--- config.mk ---
export PLATFORM = sky130hd
export DESIGN_NAME = tpv_ctrl
export DESIGN_NICKNAME = d
export VERILOG_FILES = /design/src/design/tpv_pkg.sv /design/src/design/tpv_pid.sv /design/src/design/tpv_ctrl.sv
export VERILOG_INCLUDE_DIRS = /design/src /design/src/design
export SDC_FILE = /design/constraint.sdc
export NUM_CORES = 1
export LEC_CHECK = 0
export BUFFER_PORTS_ARGS = -buffer_cell sky130_fd_sc_hd__buf_2
export CELL_PAD_IN_SITES_DETAIL_PLACEMENT = 1
export CELL_PAD_IN_SITES_GLOBAL_PLACEMENT = 1
export CORE_UTILIZATION = 51
export CTS_BUF_LIST = sky130_fd_sc_hd__clkbuf_4
export DETAILED_ROUTE_END_ITERATION = 10
export PLACE_DENSITY = 0.92
export SETUP_SLACK_MARGIN = 0.15
export SKIP_CTS_REPAIR_TIMING = 1
export SYNTH_ARGS = -nofsm -noshare
export SYNTH_HDL_FRONTEND = slang
export SYNTH_SLANG_ARGS = --single-unit
export TNS_END_PERCENT = 20
--- constraint.sdc ---
create_clock -name pclk -period 5.8 [get_ports pclk]
set_clock_uncertainty 0.1 [all_clocks]
set_input_delay 1.16 -clock pclk [delete_from_list [all_inputs] [get_ports pclk]]
set_output_delay 1.16 -clock pclk [all_outputs]
set_load 0.005 [all_outputs]
--- src/design/tpv_regs.svh ---
/*
  register offsets, reset values and timing counts of the ping and
  voltage control block; included by the package users, no logic here
*/
`ifndef TPV_REGS_SVH
`define TPV_REGS_SVH

// register byte offsets on the apb
`define TPV_CTRL_OFS     12'h000
`define TPV_STAT_OFS     12'h004
`define TPV_FREQ_OFS     12'h008
`define TPV_VCMD_OFS     12'h00c
`define TPV_FSTEP_OFS    12'h010
`define TPV_PIDO_OFS     12'h014
`define TPV_SSV_OFS      12'h018

// field positions
`define TPV_CTRL_RUN     0
`define TPV_CTRL_RETRY   1
`define TPV_STAT_SS      3
`define TPV_STAT_FAIL    4
`define TPV_STAT_PWR     5

// reset values
`define TPV_CTRL_RST     2'h2
`define TPV_FSTEP_RST    8'h05

// voltage in units of 0.5 mV: 6.5 V, 3 V, 12 V
`define TPV_V_PING       16'h32c8
`define TPV_V_MIN        16'h1770
`define TPV_V_MAX        16'h5dc0

// operating frequency in kHz
`define TPV_F_START      8'h8c
`define TPV_F_MIN        8'h69

// pid: gain per mV, output limit, scaling magnitude in 0.5 mV units (negative)
`define TPV_PID_KP       4'h1
`define TPV_PID_LIM      16'h05dc
`define TPV_SV_STEPS     4'h1

// timing
`define TPV_CLK_MHZ         250
`define TPV_PING_WINDOW_US  70000
`define TPV_GAP_US          10000
`define TPV_PING_WINDOW_CYC (`TPV_PING_WINDOW_US * `TPV_CLK_MHZ)
`define TPV_GAP_CYC         (`TPV_GAP_US * `TPV_CLK_MHZ)

`endif

--- src/design/tpv_pkg.sv ---
/*
  types shared by the ping and voltage control block
  assumes nothing of its surroundings
*/
`default_nettype none

package tpv_pkg;

    typedef enum logic [1:0]
    {
        st_idle  = 2'b00,
        st_ping  = 2'b01,
        st_gap   = 2'b10,
        st_power = 2'b11
    } tpv_state_t;

endpackage

`default_nettype wire

--- src/design/tpv_pid.sv ---
/*
  one proportional step of the voltage loop: error from coil amplitude and
  control error, clamp, scale onto the voltage command, saturate the command
  assumes start is a one-cycle pulse on pclk with stable operands
*/
`timescale 1ns/1ps
`default_nettype none
`include "tpv_regs.svh"

module tpv_pid
    import tpv_pkg::*;
#(
    parameter int VW = 16
)(
    // clock and reset
    input  wire logic               pclk,
    input  wire logic               presetn,
    // request
    input  wire logic               start,
    input  wire logic signed [7:0]  ce,
    input  wire logic [15:0]        amp_mv,
    input  wire logic [VW-1:0]      v_old,
    // result
    output logic [VW-1:0]           v_new,
    output logic signed [15:0]      pid_out,
    output logic                    done
);

    if (VW < 15 || VW > 26)
    begin : g_chk
        $error("tpv_pid: VW must lie in 15..26");
    end

    function automatic logic signed [26:0] sat27(input logic signed [26:0] x,
                                                 input logic signed [26:0] lo,
                                                 input logic signed [26:0] hi);
        sat27 = (x < lo) ? lo : ((x > hi) ? hi : x);
    endfunction

    wire logic signed [26:0] lim   = $signed(27'(`TPV_PID_LIM));
    wire logic signed [26:0] vmin  = $signed(27'(`TPV_V_MIN));
    wire logic signed [26:0] vmax  = $signed(27'(`TPV_V_MAX));
    // RULE8 millivolt amplitude times ce over 128 is the error
    wire logic signed [26:0] prod  = $signed(27'({1'b0, amp_mv})) * 27'(ce);
    wire logic signed [26:0] err   = prod >>> 7;
    // RULE9 gain and clamp
    wire logic signed [26:0] p_raw = err * $signed(27'(`TPV_PID_KP));
    wire logic signed [26:0] p_lim = sat27(p_raw, -lim, lim);
    // RULE6 RULE7 voltage controlled, one half-millivolt count per unit
    wire logic signed [26:0] v_raw = $signed(27'(v_old))
                                     - p_lim * $signed(27'(`TPV_SV_STEPS));
    // RULE5 RULE10 command saturated to range
    wire logic signed [26:0] v_sat = sat27(v_raw, vmin, vmax);

    always_ff @(posedge pclk or negedge presetn)
    begin
        if (!presetn)
        begin
            v_new   <= '0;
            pid_out <= '0;
            done    <= 1'b0;
        end
        else
        begin
            done <= start;
            if (start)
            begin
                v_new   <= v_sat[VW-1:0];
                pid_out <= p_lim[15:0];
            end
        end
    end
endmodule

`default_nettype wire

--- src/design/tpv_ctrl.sv ---
/*
  ping sequencer and voltage loop of a full-bridge transmitter, apb slave
  assumes packet decoder and coil amplitude sense run on pclk
*/
// Overview of operation
// RULE1 - first power signal of a ping commands 6.5 V inverter input
// RULE2 - first power signal uses 140 kHz operating frequency
// RULE3 - no signal strength packet in the window removes the power signal
// RULE4 - retries go to strictly lower frequencies, never under 105 kHz
// RULE5 - commanded inverter input stays inside 3 V to 12 V
// RULE6 - voltage command moves in steps finer than 50 mV
// RULE7 - power control is a pid loop on inverter input voltage
// RULE8 - coil voltage amplitude enters the loop with 1 mV resolution
// RULE9 - gain 1, no integral or derivative, limit 1500, scale -0.5 mV
// RULE10 - each new command is saturated to the voltage range
`timescale 1ns/1ps
`default_nettype none
`include "tpv_regs.svh"

module tpv_ctrl
    import tpv_pkg::*;
#(
    parameter int unsigned PING_WINDOW_CYC = `TPV_PING_WINDOW_CYC,
    parameter int unsigned GAP_CYC         = `TPV_GAP_CYC
)(
    // clock and reset
    input  wire logic               pclk,
    input  wire logic               presetn,
    // apb slave
    input  wire logic               psel,
    input  wire logic               penable,
    input  wire logic               pwrite,
    input  wire logic [11:0]        paddr,
    input  wire logic [31:0]        pwdata,
    output logic [31:0]             prdata,
    output logic                    pready,
    output logic                    pslverr,
    // packet decoder
    input  wire logic               ss_valid,
    input  wire logic [7:0]         ss_value,
    input  wire logic               ce_valid,
    input  wire logic signed [7:0]  ce_value,
    // coil voltage sense
    input  wire logic [15:0]        coil_amp_mv,
    // inverter drive
    output logic                    power_on,
    output logic [15:0]             vin_cmd,
    output logic [7:0]              operating_frequency
);

    if (PING_WINDOW_CYC < 1 || GAP_CYC < 1)
    begin : g_chk
        $error("tpv_ctrl: window and gap counts must be at least 1");
    end

    tpv_state_t         state_reg, state_next;
    logic [31:0]        cnt_reg, cnt_next;
    logic               power_reg, power_next;
    logic [7:0]         freq_reg, freq_next;
    logic [15:0]        v_reg, v_next;
    logic               fail_set;
    logic [1:0]         ctrl_reg;
    logic [7:0]         fstep_reg;
    logic [7:0]         ssv_reg;
    logic signed [15:0] pido_reg;
    logic               ss_seen_reg;
    logic               fail_reg;
    logic [31:0]        prdata_reg;
    logic               pready_reg;
    logic               pslverr_reg;
    logic [15:0]        pid_v;
    logic signed [15:0] pid_out;
    logic               pid_done;

    // bus decode
    wire logic setup    = psel & ~penable;
    wire logic wr       = psel & penable & pready_reg & pwrite;
    wire logic wr_ctrl  = wr && paddr == `TPV_CTRL_OFS;
    wire logic wr_stat  = wr && paddr == `TPV_STAT_OFS;
    wire logic wr_fstep = wr && paddr == `TPV_FSTEP_OFS;
    wire logic hit      = paddr == `TPV_CTRL_OFS || paddr == `TPV_STAT_OFS
                       || paddr == `TPV_FREQ_OFS || paddr == `TPV_VCMD_OFS
                       || paddr == `TPV_FSTEP_OFS || paddr == `TPV_PIDO_OFS
                       || paddr == `TPV_SSV_OFS;
    wire logic [31:0] rd_data =
        (paddr == `TPV_CTRL_OFS)  ? {30'h0, ctrl_reg} :
        (paddr == `TPV_STAT_OFS)  ? {26'h0, power_reg, fail_reg, ss_seen_reg, 1'b0, state_reg} :
        (paddr == `TPV_FREQ_OFS)  ? {24'h0, freq_reg} :
        (paddr == `TPV_VCMD_OFS)  ? {16'h0, v_reg} :
        (paddr == `TPV_FSTEP_OFS) ? {24'h0, fstep_reg} :
        (paddr == `TPV_PIDO_OFS)  ? {16'h0, pido_reg} :
        (paddr == `TPV_SSV_OFS)   ? {24'h0, ssv_reg} : 32'h0000_0000;

    // sequencer decode
    wire logic start_cmd = wr_ctrl & pwdata[`TPV_CTRL_RUN] & (state_reg == st_idle);
    wire logic stop_cmd  = wr_ctrl & ~pwdata[`TPV_CTRL_RUN];
    wire logic ss_hit    = (state_reg == st_ping) & ss_valid;
    wire logic ping_end  = (state_reg == st_ping) && !ss_valid
                        && cnt_reg == PING_WINDOW_CYC - 1;
    wire logic [8:0] f_dec = {1'b0, freq_reg} - {1'b0, fstep_reg};
    wire logic can_retry = ctrl_reg[`TPV_CTRL_RETRY] && fstep_reg != 8'h00
                        && !f_dec[8] && f_dec[7:0] >= `TPV_F_MIN;
    wire logic pid_start = (state_reg == st_power) & ce_valid & ~stop_cmd;

    always_comb
    begin
        state_next = state_reg;
        cnt_next   = cnt_reg + 32'h0000_0001;
        power_next = power_reg;
        freq_next  = freq_reg;
        v_next     = v_reg;
        fail_set   = 1'b0;
        if (stop_cmd)
        begin
            state_next = st_idle;
            power_next = 1'b0;
        end
        else
        begin
            case (state_reg)
                st_idle:
                begin
                    cnt_next = 32'h0000_0000;
                    // RULE1 RULE2 first ping values
                    if (start_cmd)
                    begin
                        state_next = st_ping;
                        power_next = 1'b1;
                        freq_next  = `TPV_F_START;
                        v_next     = `TPV_V_PING;
                    end
                end
                st_ping:
                begin
                    if (ss_valid)
                    begin
                        state_next = st_power;
                    end
                    // RULE3 remove power without packet
                    else if (ping_end)
                    begin
                        power_next = 1'b0;
                        cnt_next   = 32'h0000_0000;
                        // RULE4 retry lower frequency
                        if (can_retry)
                        begin
                            state_next = st_gap;
                            freq_next  = f_dec[7:0];
                        end
                        else
                        begin
                            state_next = st_idle;
                            fail_set   = 1'b1;
                        end
                    end
                end
                st_gap:
                begin
                    if (cnt_reg == GAP_CYC - 1)
                    begin
                        state_next = st_ping;
                        power_next = 1'b1;
                        v_next     = `TPV_V_PING;
                        cnt_next   = 32'h0000_0000;
                    end
                end
                st_power:
                begin
                    // RULE7 loop result drives inverter input
                    if (pid_done)
                    begin
                        v_next = pid_v;
                    end
                end
                default:
                begin
                    state_next = st_idle;
                    power_next = 1'b0;
                end
            endcase
        end
    end

    tpv_pid #(
        .VW      (16)
    ) u_pid (
        .pclk    (pclk),
        .presetn (presetn),
        .start   (pid_start),
        .ce      (ce_value),
        .amp_mv  (coil_amp_mv),
        .v_old   (v_reg),
        .v_new   (pid_v),
        .pid_out (pid_out),
        .done    (pid_done)
    );

    always_ff @(posedge pclk or negedge presetn)
    begin
        if (!presetn)
        begin
            state_reg <= st_idle;
            cnt_reg   <= 32'h0000_0000;
            power_reg <= 1'b0;
            freq_reg  <= `TPV_F_START;
            v_reg     <= `TPV_V_PING;
        end
        else
        begin
            state_reg <= state_next;
            cnt_reg   <= cnt_next;
            power_reg <= power_next;
            freq_reg  <= freq_next;
            v_reg     <= v_next;
        end
    end

    // registers and bus answer; hardware set wins over write-one clear
    always_ff @(posedge pclk or negedge presetn)
    begin
        if (!presetn)
        begin
            ctrl_reg    <= `TPV_CTRL_RST;
            fstep_reg   <= `TPV_FSTEP_RST;
            ssv_reg     <= 8'h00;
            pido_reg    <= 16'sh0000;
            ss_seen_reg <= 1'b0;
            fail_reg    <= 1'b0;
            prdata_reg  <= 32'h0000_0000;
            pready_reg  <= 1'b0;
            pslverr_reg <= 1'b0;
        end
        else
        begin
            if (wr_ctrl)
                ctrl_reg <= pwdata[1:0];
            else if (fail_set)
                ctrl_reg[`TPV_CTRL_RUN] <= 1'b0;
            if (wr_fstep)
                fstep_reg <= pwdata[7:0];
            if (ss_hit)
                ssv_reg <= ss_value;
            if (pid_done)
                pido_reg <= pid_out;
            ss_seen_reg <= ss_hit | (ss_seen_reg & ~(wr_stat & pwdata[`TPV_STAT_SS]));
            fail_reg    <= fail_set | (fail_reg & ~(wr_stat & pwdata[`TPV_STAT_FAIL]));
            pready_reg  <= setup;
            pslverr_reg <= setup & ~hit;
            if (setup)
                prdata_reg <= hit ? rd_data : 32'h0000_0000;
        end
    end

    assign prdata              = prdata_reg;
    assign pready              = pready_reg;
    assign pslverr             = pslverr_reg;
    assign power_on            = power_reg;
    assign vin_cmd             = v_reg;
    assign operating_frequency = freq_reg;
endmodule

`default_nettype wire

==> impl_metrics.json, run 1 <==
{
  "netlist_area_sq_mm": 0.01290,
  "grt_max_degree": 100,
  "portBuffers": 101,
  "numCtsBuffers": 17,
  "ys_seq_area_frac": 0.2844,
  "ys_ff_latch": 146,
  "synth_edf_count": 0,
  "htree_num_levels": 4,
  "initial_core_util": 0.5257,
  "clockBufferDepth": 2,
  "grt-worst-endpoint": "u_pid.v_new[8]$_DFFE_PN0P_/D",
  "cts.root.buffer_cell": "clkbuf_4",
  "gp_congestion": 0.8844,
  "cts.sinks": 146,
  "die_w_um": 161.0,
  "ys.flop_type": "dfrtp_1",
  "worst-ep-kind": "register input",
  "dpl.hpwl_mm": 38.96,
  "error_line": "[ERROR GRT-0232] Routing congestion too high. Check the congestion heatmap in the GUI.",
  "place_area_sq_mm": 0.01519,
  "io_pins": 142,
  "status": "stopped before the end",
  "ys_async_sr_fraction": 1.000,
  "syn_area_per_cell_sq_um": 8.988,
  "syn_inst": 1435,
  "lastStage": "global routing",
  "dieHeight_um": 161.0,
  "grtUsageTotal": 0.6429,
  "synth.distinct_cells": 85,
  "ys_warn_count": 0,
  "grt.overflow.total": 5,
  "rows": 57,
  "dpl.cell_count": 1992
}
[Yosys cell counts, types with 16 or more instances]
master | instances | area share
nand2_1 | 152 | 0.044
inv_1 | 151 | 0.044
dfrtp_1 | 134 | 0.26
nor2_1 | 101 | 0.029
and2_1 | 93 | 0.045
ha_1 | 87 | 0.084
fa_1 | 85 | 0.13
o21ai_0 | 79 | 0.031
a21oi_1 | 51 | 0.020
clkbuf_1 | 39 | 0.011
nand3_1 | 37 | 0.014
xnor2_1 | 32 | 0.022
xor2_1 | 32 | 0.022
mux2_2 | 30 | 0.026
nor2b_1 | 21 | 0.010
buf_4 | 16 | 0.0093
nand2b_1 | 16 | 0.0078
[through the flow]
step	util	setup WS (ns)
floorplan	-	-2.325
global placement	0.6191	-2.795
detailed placement	0.6191	-3.656
CTS	0.6295	-3.376
[cell families after synthesis]
logic type / after synthesis / synth area share
buffers and inverters: 218 / 0.07004
AND/OR/NAND/NOR: 520 / 0.2054
AO/OA/AOI/OAI: 267 / 0.1402
XOR/XNOR: 65 / 0.04472
other: 1 / 0.0002908
flip-flops: 146 / 0.2844
adder cells (fa/ha/maj): 173 / 0.2171
multiplexers: 45 / 0.03783
[metal layers]
layer / GRT overflow / global-route usage
met4: 2 / 0.6415
met3: 0 / 0.3957
met1: 0 / 0.6542
met2: 3 / 0.8787
met5: 0 / 0.06629
==> inputs of run 2 (changes only) <==
--- a/config.mk
+++ b/config.mk
@@ -7,13 +7,9 @@
 export NUM_CORES = 1
 export LEC_CHECK = 0
 export BUFFER_PORTS_ARGS = -buffer_cell sky130_fd_sc_hd__buf_2
-export CELL_PAD_IN_SITES_DETAIL_PLACEMENT = 1
-export CELL_PAD_IN_SITES_GLOBAL_PLACEMENT = 1
-export CORE_UTILIZATION = 51
-export CTS_BUF_LIST = sky130_fd_sc_hd__clkbuf_4
+export CORE_UTILIZATION = 40
 export DETAILED_ROUTE_END_ITERATION = 10
-export PLACE_DENSITY = 0.92
-export SETUP_SLACK_MARGIN = 0.15
+export PLACE_DENSITY_LB_ADDON = 0.15
 export SKIP_CTS_REPAIR_TIMING = 1
 export SYNTH_ARGS = -nofsm -noshare
 export SYNTH_HDL_FRONTEND = slang
==> run 2 against run 1 <==
Synthesized cell count stayed put. The flow now finishes, with violations (setup timing). Area after synthesis stayed put.
==> impl_metrics.json, run 2 <==
{
  "status": "finished with violations",
  "failed_checks": "setup timing",
  "synth.distinct_cells": 85,
  "rsz0062_at_grt": "yes",
  "die_area_sq_mm": 0.03297,
  "clk_latency_ns": 0.44,
  "grt_first_pass_wirelength_mm": 54.97,
  "ys_warn_count": 0,
  "grtUsageTotal": 0.2073,
  "gp_congestion": 0.8262,
  "final_layout_size_suffix_gt1_frac": 0.2985,
  "endpoint_kind": "flip-flop",
  "p_leak_nw": 7.795,
  "ant_nets": 0,
  "grt_pass1_vias": 10733,
  "setup_slack_ns": -2.288,
  "startpoint_type": "primary input",
  "netlist_area_sq_mm": 0.01290,
  "synth_top_cell_by_area": "dfrtp_1",
  "cp_num_buf_inv": 13,
  "wire_per_inst_um": 15.72,
  "rows": 65,
  "dieHeight_um": 181.6,
  "post-route-period-util": 1.395,
  "finalHoldViolCount": 0,
  "slowest_delay_ns": 0.52,
  "dpl.hpwl_mm": 26.16,
  "design_area_sq_mm": 0.01662,
  "fillers": 2882,
  "syn_area_per_cell_sq_um": 8.988,
  "n_antenna_cell": 0,
  "path_class": "primary input to flip-flop",
  "dpl.cell_count": 2069,
  "viasPerCell": 5.094,
  "synth_most_common_cell": "nand2_1",
  "power.density_mw_per_mm2": 573.1,
  "die_w_um": 181.6,
  "final_common_cell": "buf_4",
  "worstPathArrival_ns": 8.32,
  "worst_pin_slew_ns": 1.249,
  "largest_register_ffs": 32,
  "slowest_stage": "fa_1",
  "cp_top_family": "adder cells",
  "cts.root.buffer_cell": "clkbuf_16",
  "antenna_found_initial": 0,
  "cts_tree": "done",
  "peakVddDrop_mv": 0.3537,
  "crit_fanout": 10,
  "cp.required_ns": 6.03,
  "ys_async_sr_fraction": 1.000,
  "route.detailed.drc": 0,
  "max-cap-violations": 0,
  "synth_edf_count": 0,
  "synthTopCellsByArea": "dfrtp_1 (26%), fa_1 (13%), ha_1 (8.4%)",
  "pre_cts_ws_ns": -2.845,
  "portBuffers": 101,
  "synthTopCellsByCount": "nand2_1 (152), inv_1 (151), dfrtp_1 (134), nor2_1 (101), and2_1 (93)",
  "setup_viol_count_final": 31,
  "routed_wirelength_mm": 33.24,
  "regArea_sq_mm": 0.003669,
  "clockBufferDepth": 2,
  "tns_ns": -36.94,
  "fmax_mhz": 123.6,
  "final_cell_mix": "buf_4 (191), nand2_1 (150), inv_1 (143), dfrtp_1 (134), nor2_1 (94)",
  "numCtsBuffers": 17,
  "ys_ff_latch": 146,
  "ys.flop_type": "dfrtp_1",
  "io_pins": 142,
  "initial_core_util": 0.4077,
  "synth_top_area_share": 0.2600,
  "fin_nets": 1954,
  "ys_seq_area_frac": 0.2844,
  "drtPass1Iterations": 5,
  "multi_input_area_sq_mm": 0.009188,
  "instances_no_fill": 2114,
  "core-area_sq_mm": 0.03164,
  "r2r_slack_ns": 2.15,
  "path_clk_slew_ns": 0.07,
  "drt_iter0_drc": 517,
  "grt.overflow.total": 0,
  "crit_top_cell": "buf_4",
  "areaGrowthSynthToFinish_pct": 28.85,
  "hp-class": "flip-flop to flip-flop",
  "htree_num_levels": 4,
  "cts.sinks": 146,
  "relSlewSlack": 0.1653,
  "grt_max_degree": 102,
  "place_area_sq_mm": 0.01527,
  "vias": 10769,
  "period_minus_slack_ns": 8.088,
  "total_power_w": 0.009524,
  "maxSlewViolCount": 0,
  "syn_inst": 1435
}
==> run 2: cell counts after synthesis <==
Identical to the previous run, type by type.
==> run 2: cell type report <==
class | count | area share
clock buffers | 18 | 0.02582
clock inverters | 14 | 0.01084
inverters | 151 | 0.03486
multi-input cells | 1086 | 0.5529
flip-flops and latches | 146 | 0.2208
well taps | 402 | 0.03027
repair buffers | 297 | 0.1246
==> run 2: report_power, final <==
group,switching (W),internal (W)
clock,0.000492,0.000659
combinational,0.00349,0.00341
sequential,0.000214,0.00126
total,0.00420,0.00533
==> run 2: cell families after synthesis <==
family,after synthesis,synth area share
simple gates,520,0.2054
compound gates,267,0.1402
buf+inv,218,0.07004
fa+ha+maj,173,0.2171
flops,146,0.2844
xor+xnor,65,0.04472
mux,45,0.03783
other cells,1,0.0002908
==> run 2: path summary, 6_finish.rpt <==
path | to | cells after the start | from
setup / recovery | u_pid.v_new[9]$_DFFE_PN0P_ | 37 | ce_value[7]
setup reg to reg | operating_frequency[7]$_DFFE_PN1P_ | 13 | fstep_reg[0]$_DFFE_PN1P_
min in group asynchronous | operating_frequency[1]$_DFFE_PN0P_ | 1 | presetn
hold reg to reg | prdata[1]$_DFFE_PN0P_ | 1 | prdata[1]$_DFFE_PN0P_
hold / removal | prdata[1]$_DFFE_PN0P_ | 1 | prdata[1]$_DFFE_PN0P_
max in group asynchronous | u_pid.pid_out[2]$_DFFE_PN0P_ | 2 | presetn
==> run 2: layer usage <==
metal	up-vias	routed length (um)	track usage	share of wire
met3	22	812	0.02126	0.024
met1	5260	16280	0.2895	0.49
met5	-	0	0	0
li1	5344	-	-	-
met2	143	15930	0.3494	0.48
met4	0	213	0.03932	0.0064
==> run 2: per-stage QoR <==
| stage | util | hold WS (ns) |
|---|---|---|
| after floorplan | - | 0.3391 |
| after global placement | 0.4826 | 0.3573 |
| after detailed placement | 0.4826 | 0.3622 |
| after CTS | 0.5018 | 0.3766 |
| after global routing | 0.5253 | 0.3925 |
| final | 0.5253 | 0.3708 |
(Power assumes the default switching activity.)
==> inputs of run 3 (changes only) <==
--- a/config.mk
+++ b/config.mk
@@ -7,7 +7,7 @@
 export NUM_CORES = 1
 export LEC_CHECK = 0
 export BUFFER_PORTS_ARGS = -buffer_cell sky130_fd_sc_hd__buf_2
-export CORE_UTILIZATION = 40
+export CORE_UTILIZATION = 45
 export DETAILED_ROUTE_END_ITERATION = 10
 export PLACE_DENSITY_LB_ADDON = 0.15
 export SKIP_CTS_REPAIR_TIMING = 1
==> run 3 against run 2 <==
The run still ends with setup timing left. Power down 0.69%. Global-route usage up 2.1 points. Hold slack better by 0.0027 ns. Die area down 11%. Final area down 0.53%. Via count up 2.7%. Utilization up 6.5 points. Clock power down 5%. Non-clock buffer count up 4. Sequential cell count unchanged. Critical endpoint unchanged. Highest routed layer unchanged. Worst setup slack better by 0.10 ns. Critical path type unchanged.
==> impl_metrics.json, run 3 (synthesis results as in run 2) <==
{
  "status": "finished with violations",
  "failed_checks": "setup timing",
  "fillers": 2498,
  "die_area_sq_mm": 0.02934,
  "rsz0062_at_grt": "yes",
  "worstPathArrival_ns": 8.20,
  "fmax_mhz": 125.3,
  "path_clk_slew_ns": 0.07,
  "place_area_sq_mm": 0.01521,
  "slowest_stage": "or4_4",
  "p_leak_nw": 7.797,
  "max-cap-violations": 0,
  "grtUsageTotal": 0.2285,
  "dpl.hpwl_mm": 25.40,
  "wire_per_inst_um": 15.43,
  "final_layout_size_suffix_gt1_frac": 0.2978,
  "grt_first_pass_wirelength_mm": 53.16,
  "relSlewSlack": 0.1914,
  "initial_core_util": 0.4604,
  "cp.required_ns": 6.02,
  "dieHeight_um": 171.3,
  "period_minus_slack_ns": 7.984,
  "setup_viol_count_final": 31,
  "grt.overflow.total": 0,
  "gp_congestion": 0.8456,
  "crit_top_cell": "fa_1",
  "startpoint_type": "primary input",
  "route.detailed.drc": 0,
  "path_class": "primary input to flip-flop",
  "portBuffers": 101,
  "areaGrowthSynthToFinish_pct": 28.16,
  "post-route-period-util": 1.376,
  "drtPass1Iterations": 5,
  "peakVddDrop_mv": 0.4696,
  "cts.root.buffer_cell": "clkbuf_16",
  "crit_fanout": 6,
  "viasPerCell": 5.277,
  "regArea_sq_mm": 0.003669,
  "finalHoldViolCount": 0,
  "vias": 11056,
  "die_w_um": 171.3,
  "setup_slack_ns": -2.184,
  "numCtsBuffers": 17,
  "final_cell_mix": "buf_4 (194), nand2_1 (149), inv_1 (141), dfrtp_1 (134), nor2_1 (97)",
  "routed_wirelength_mm": 32.33,
  "final_common_cell": "buf_4",
  "grt_max_degree": 56,
  "worst_pin_slew_ns": 1.204,
  "power.density_mw_per_mm2": 572.2,
  "largest_register_ffs": 32,
  "endpoint_kind": "flip-flop",
  "antenna_found_initial": 0,
  "design_area_sq_mm": 0.01653,
  "grt_pass1_vias": 10764,
  "cts.sinks": 146,
  "core-area_sq_mm": 0.02801,
  "timing.hold.ws_ns": 0.3735,
  "hp-class": "flip-flop to flip-flop",
  "fin_util": 0.5901,
  "ant_nets": 0,
  "rows": 61,
  "maxSlewViolCount": 0,
  "clockBufferDepth": 2,
  "fin_nets": 1958,
  "drt_iter0_drc": 727,
  "io_pins": 142,
  "slowest_delay_ns": 0.53,
  "multi_input_area_sq_mm": 0.009086,
  "htree_num_levels": 4,
  "clk_latency_ns": 0.43,
  "cts_tree": "done"
}
-- run 3: metal layers --
metal | global-route usage | routed length (um) | vias up
li1 | - | - | 5358
met1 | 0.3224 | 15680 | 5453
met2 | 0.3720 | 15070 | 211
met3 | 0.02692 | 1055 | 34
met4 | 0.05707 | 529 | 0
met5 | 0 | 0 | -
-- run 3: layout make-up --
class,instances,share of cell area
multi-input combinational,1086,0.5497
sequential,146,0.2219
clock inverter,15,0.01007
antenna,1,0.0001514
tap,378,0.02861
timing repair buffer,301,0.1292
inverter,151,0.03459
clock buffer,17,0.02574
-- run 3: path summary, 6_finish.rpt --
check                      cells after the start                         from  slack (ns)                                 end
setup / recovery                              32               coil_amp_mv[2]       -2.18          u_pid.v_new[9]$_DFFE_PN0P_
hold / removal                                 2  u_pid.v_new[11]$_DFFE_PN0P_        0.37         u_pid.v_new[11]$_DFFE_PN0P_
setup reg to reg                              13     fstep_reg[0]$_DFFE_PN1P_        2.20  operating_frequency[2]$_DFFE_PN1P_
hold reg to reg                                2  u_pid.v_new[11]$_DFFE_PN0P_        0.37         u_pid.v_new[11]$_DFFE_PN0P_
max in group asynchronous                      2                      presetn        4.05               cnt_reg[21]$_DFF_PN0_
min in group asynchronous                      1                      presetn        0.53                  fail_reg$_DFF_PN0_
-- run 3: power by group --
group          internal [W]  leakage [nW]  total (W)  switching, W
clock network      0.000612         0.287    0.00109      0.000479
logic               0.00343          5.69    0.00690       0.00346
registers           0.00126          1.82    0.00147      0.000211
-- run 3: stage by stage --
step | power (W) | instances | setup WS, ns | TNS (ns)
after global routing | 0.01023 | 2094 | -2.412 | -41.03
after global placement | 0.007367 | 2041 | -2.749 | -51.53
after CTS | 0.008558 | 2073 | -2.418 | -39.62
after detailed placement | 0.007430 | 2041 | -2.817 | -52.91
final | 0.009459 | 2095 | -2.184 | -33.69
after floorplan | 0.005108 | 1450 | -2.325 | -36.47
-- run 3: critical path: cells and delay by family --
family / cells / cell delay (ns)
fa+ha+maj: 7 / 2.62
compound gates: 12 / 2.25
simple gates: 6 / 1.27
buf+inv: 5 / 0.54
xor+xnor: 2 / 0.37
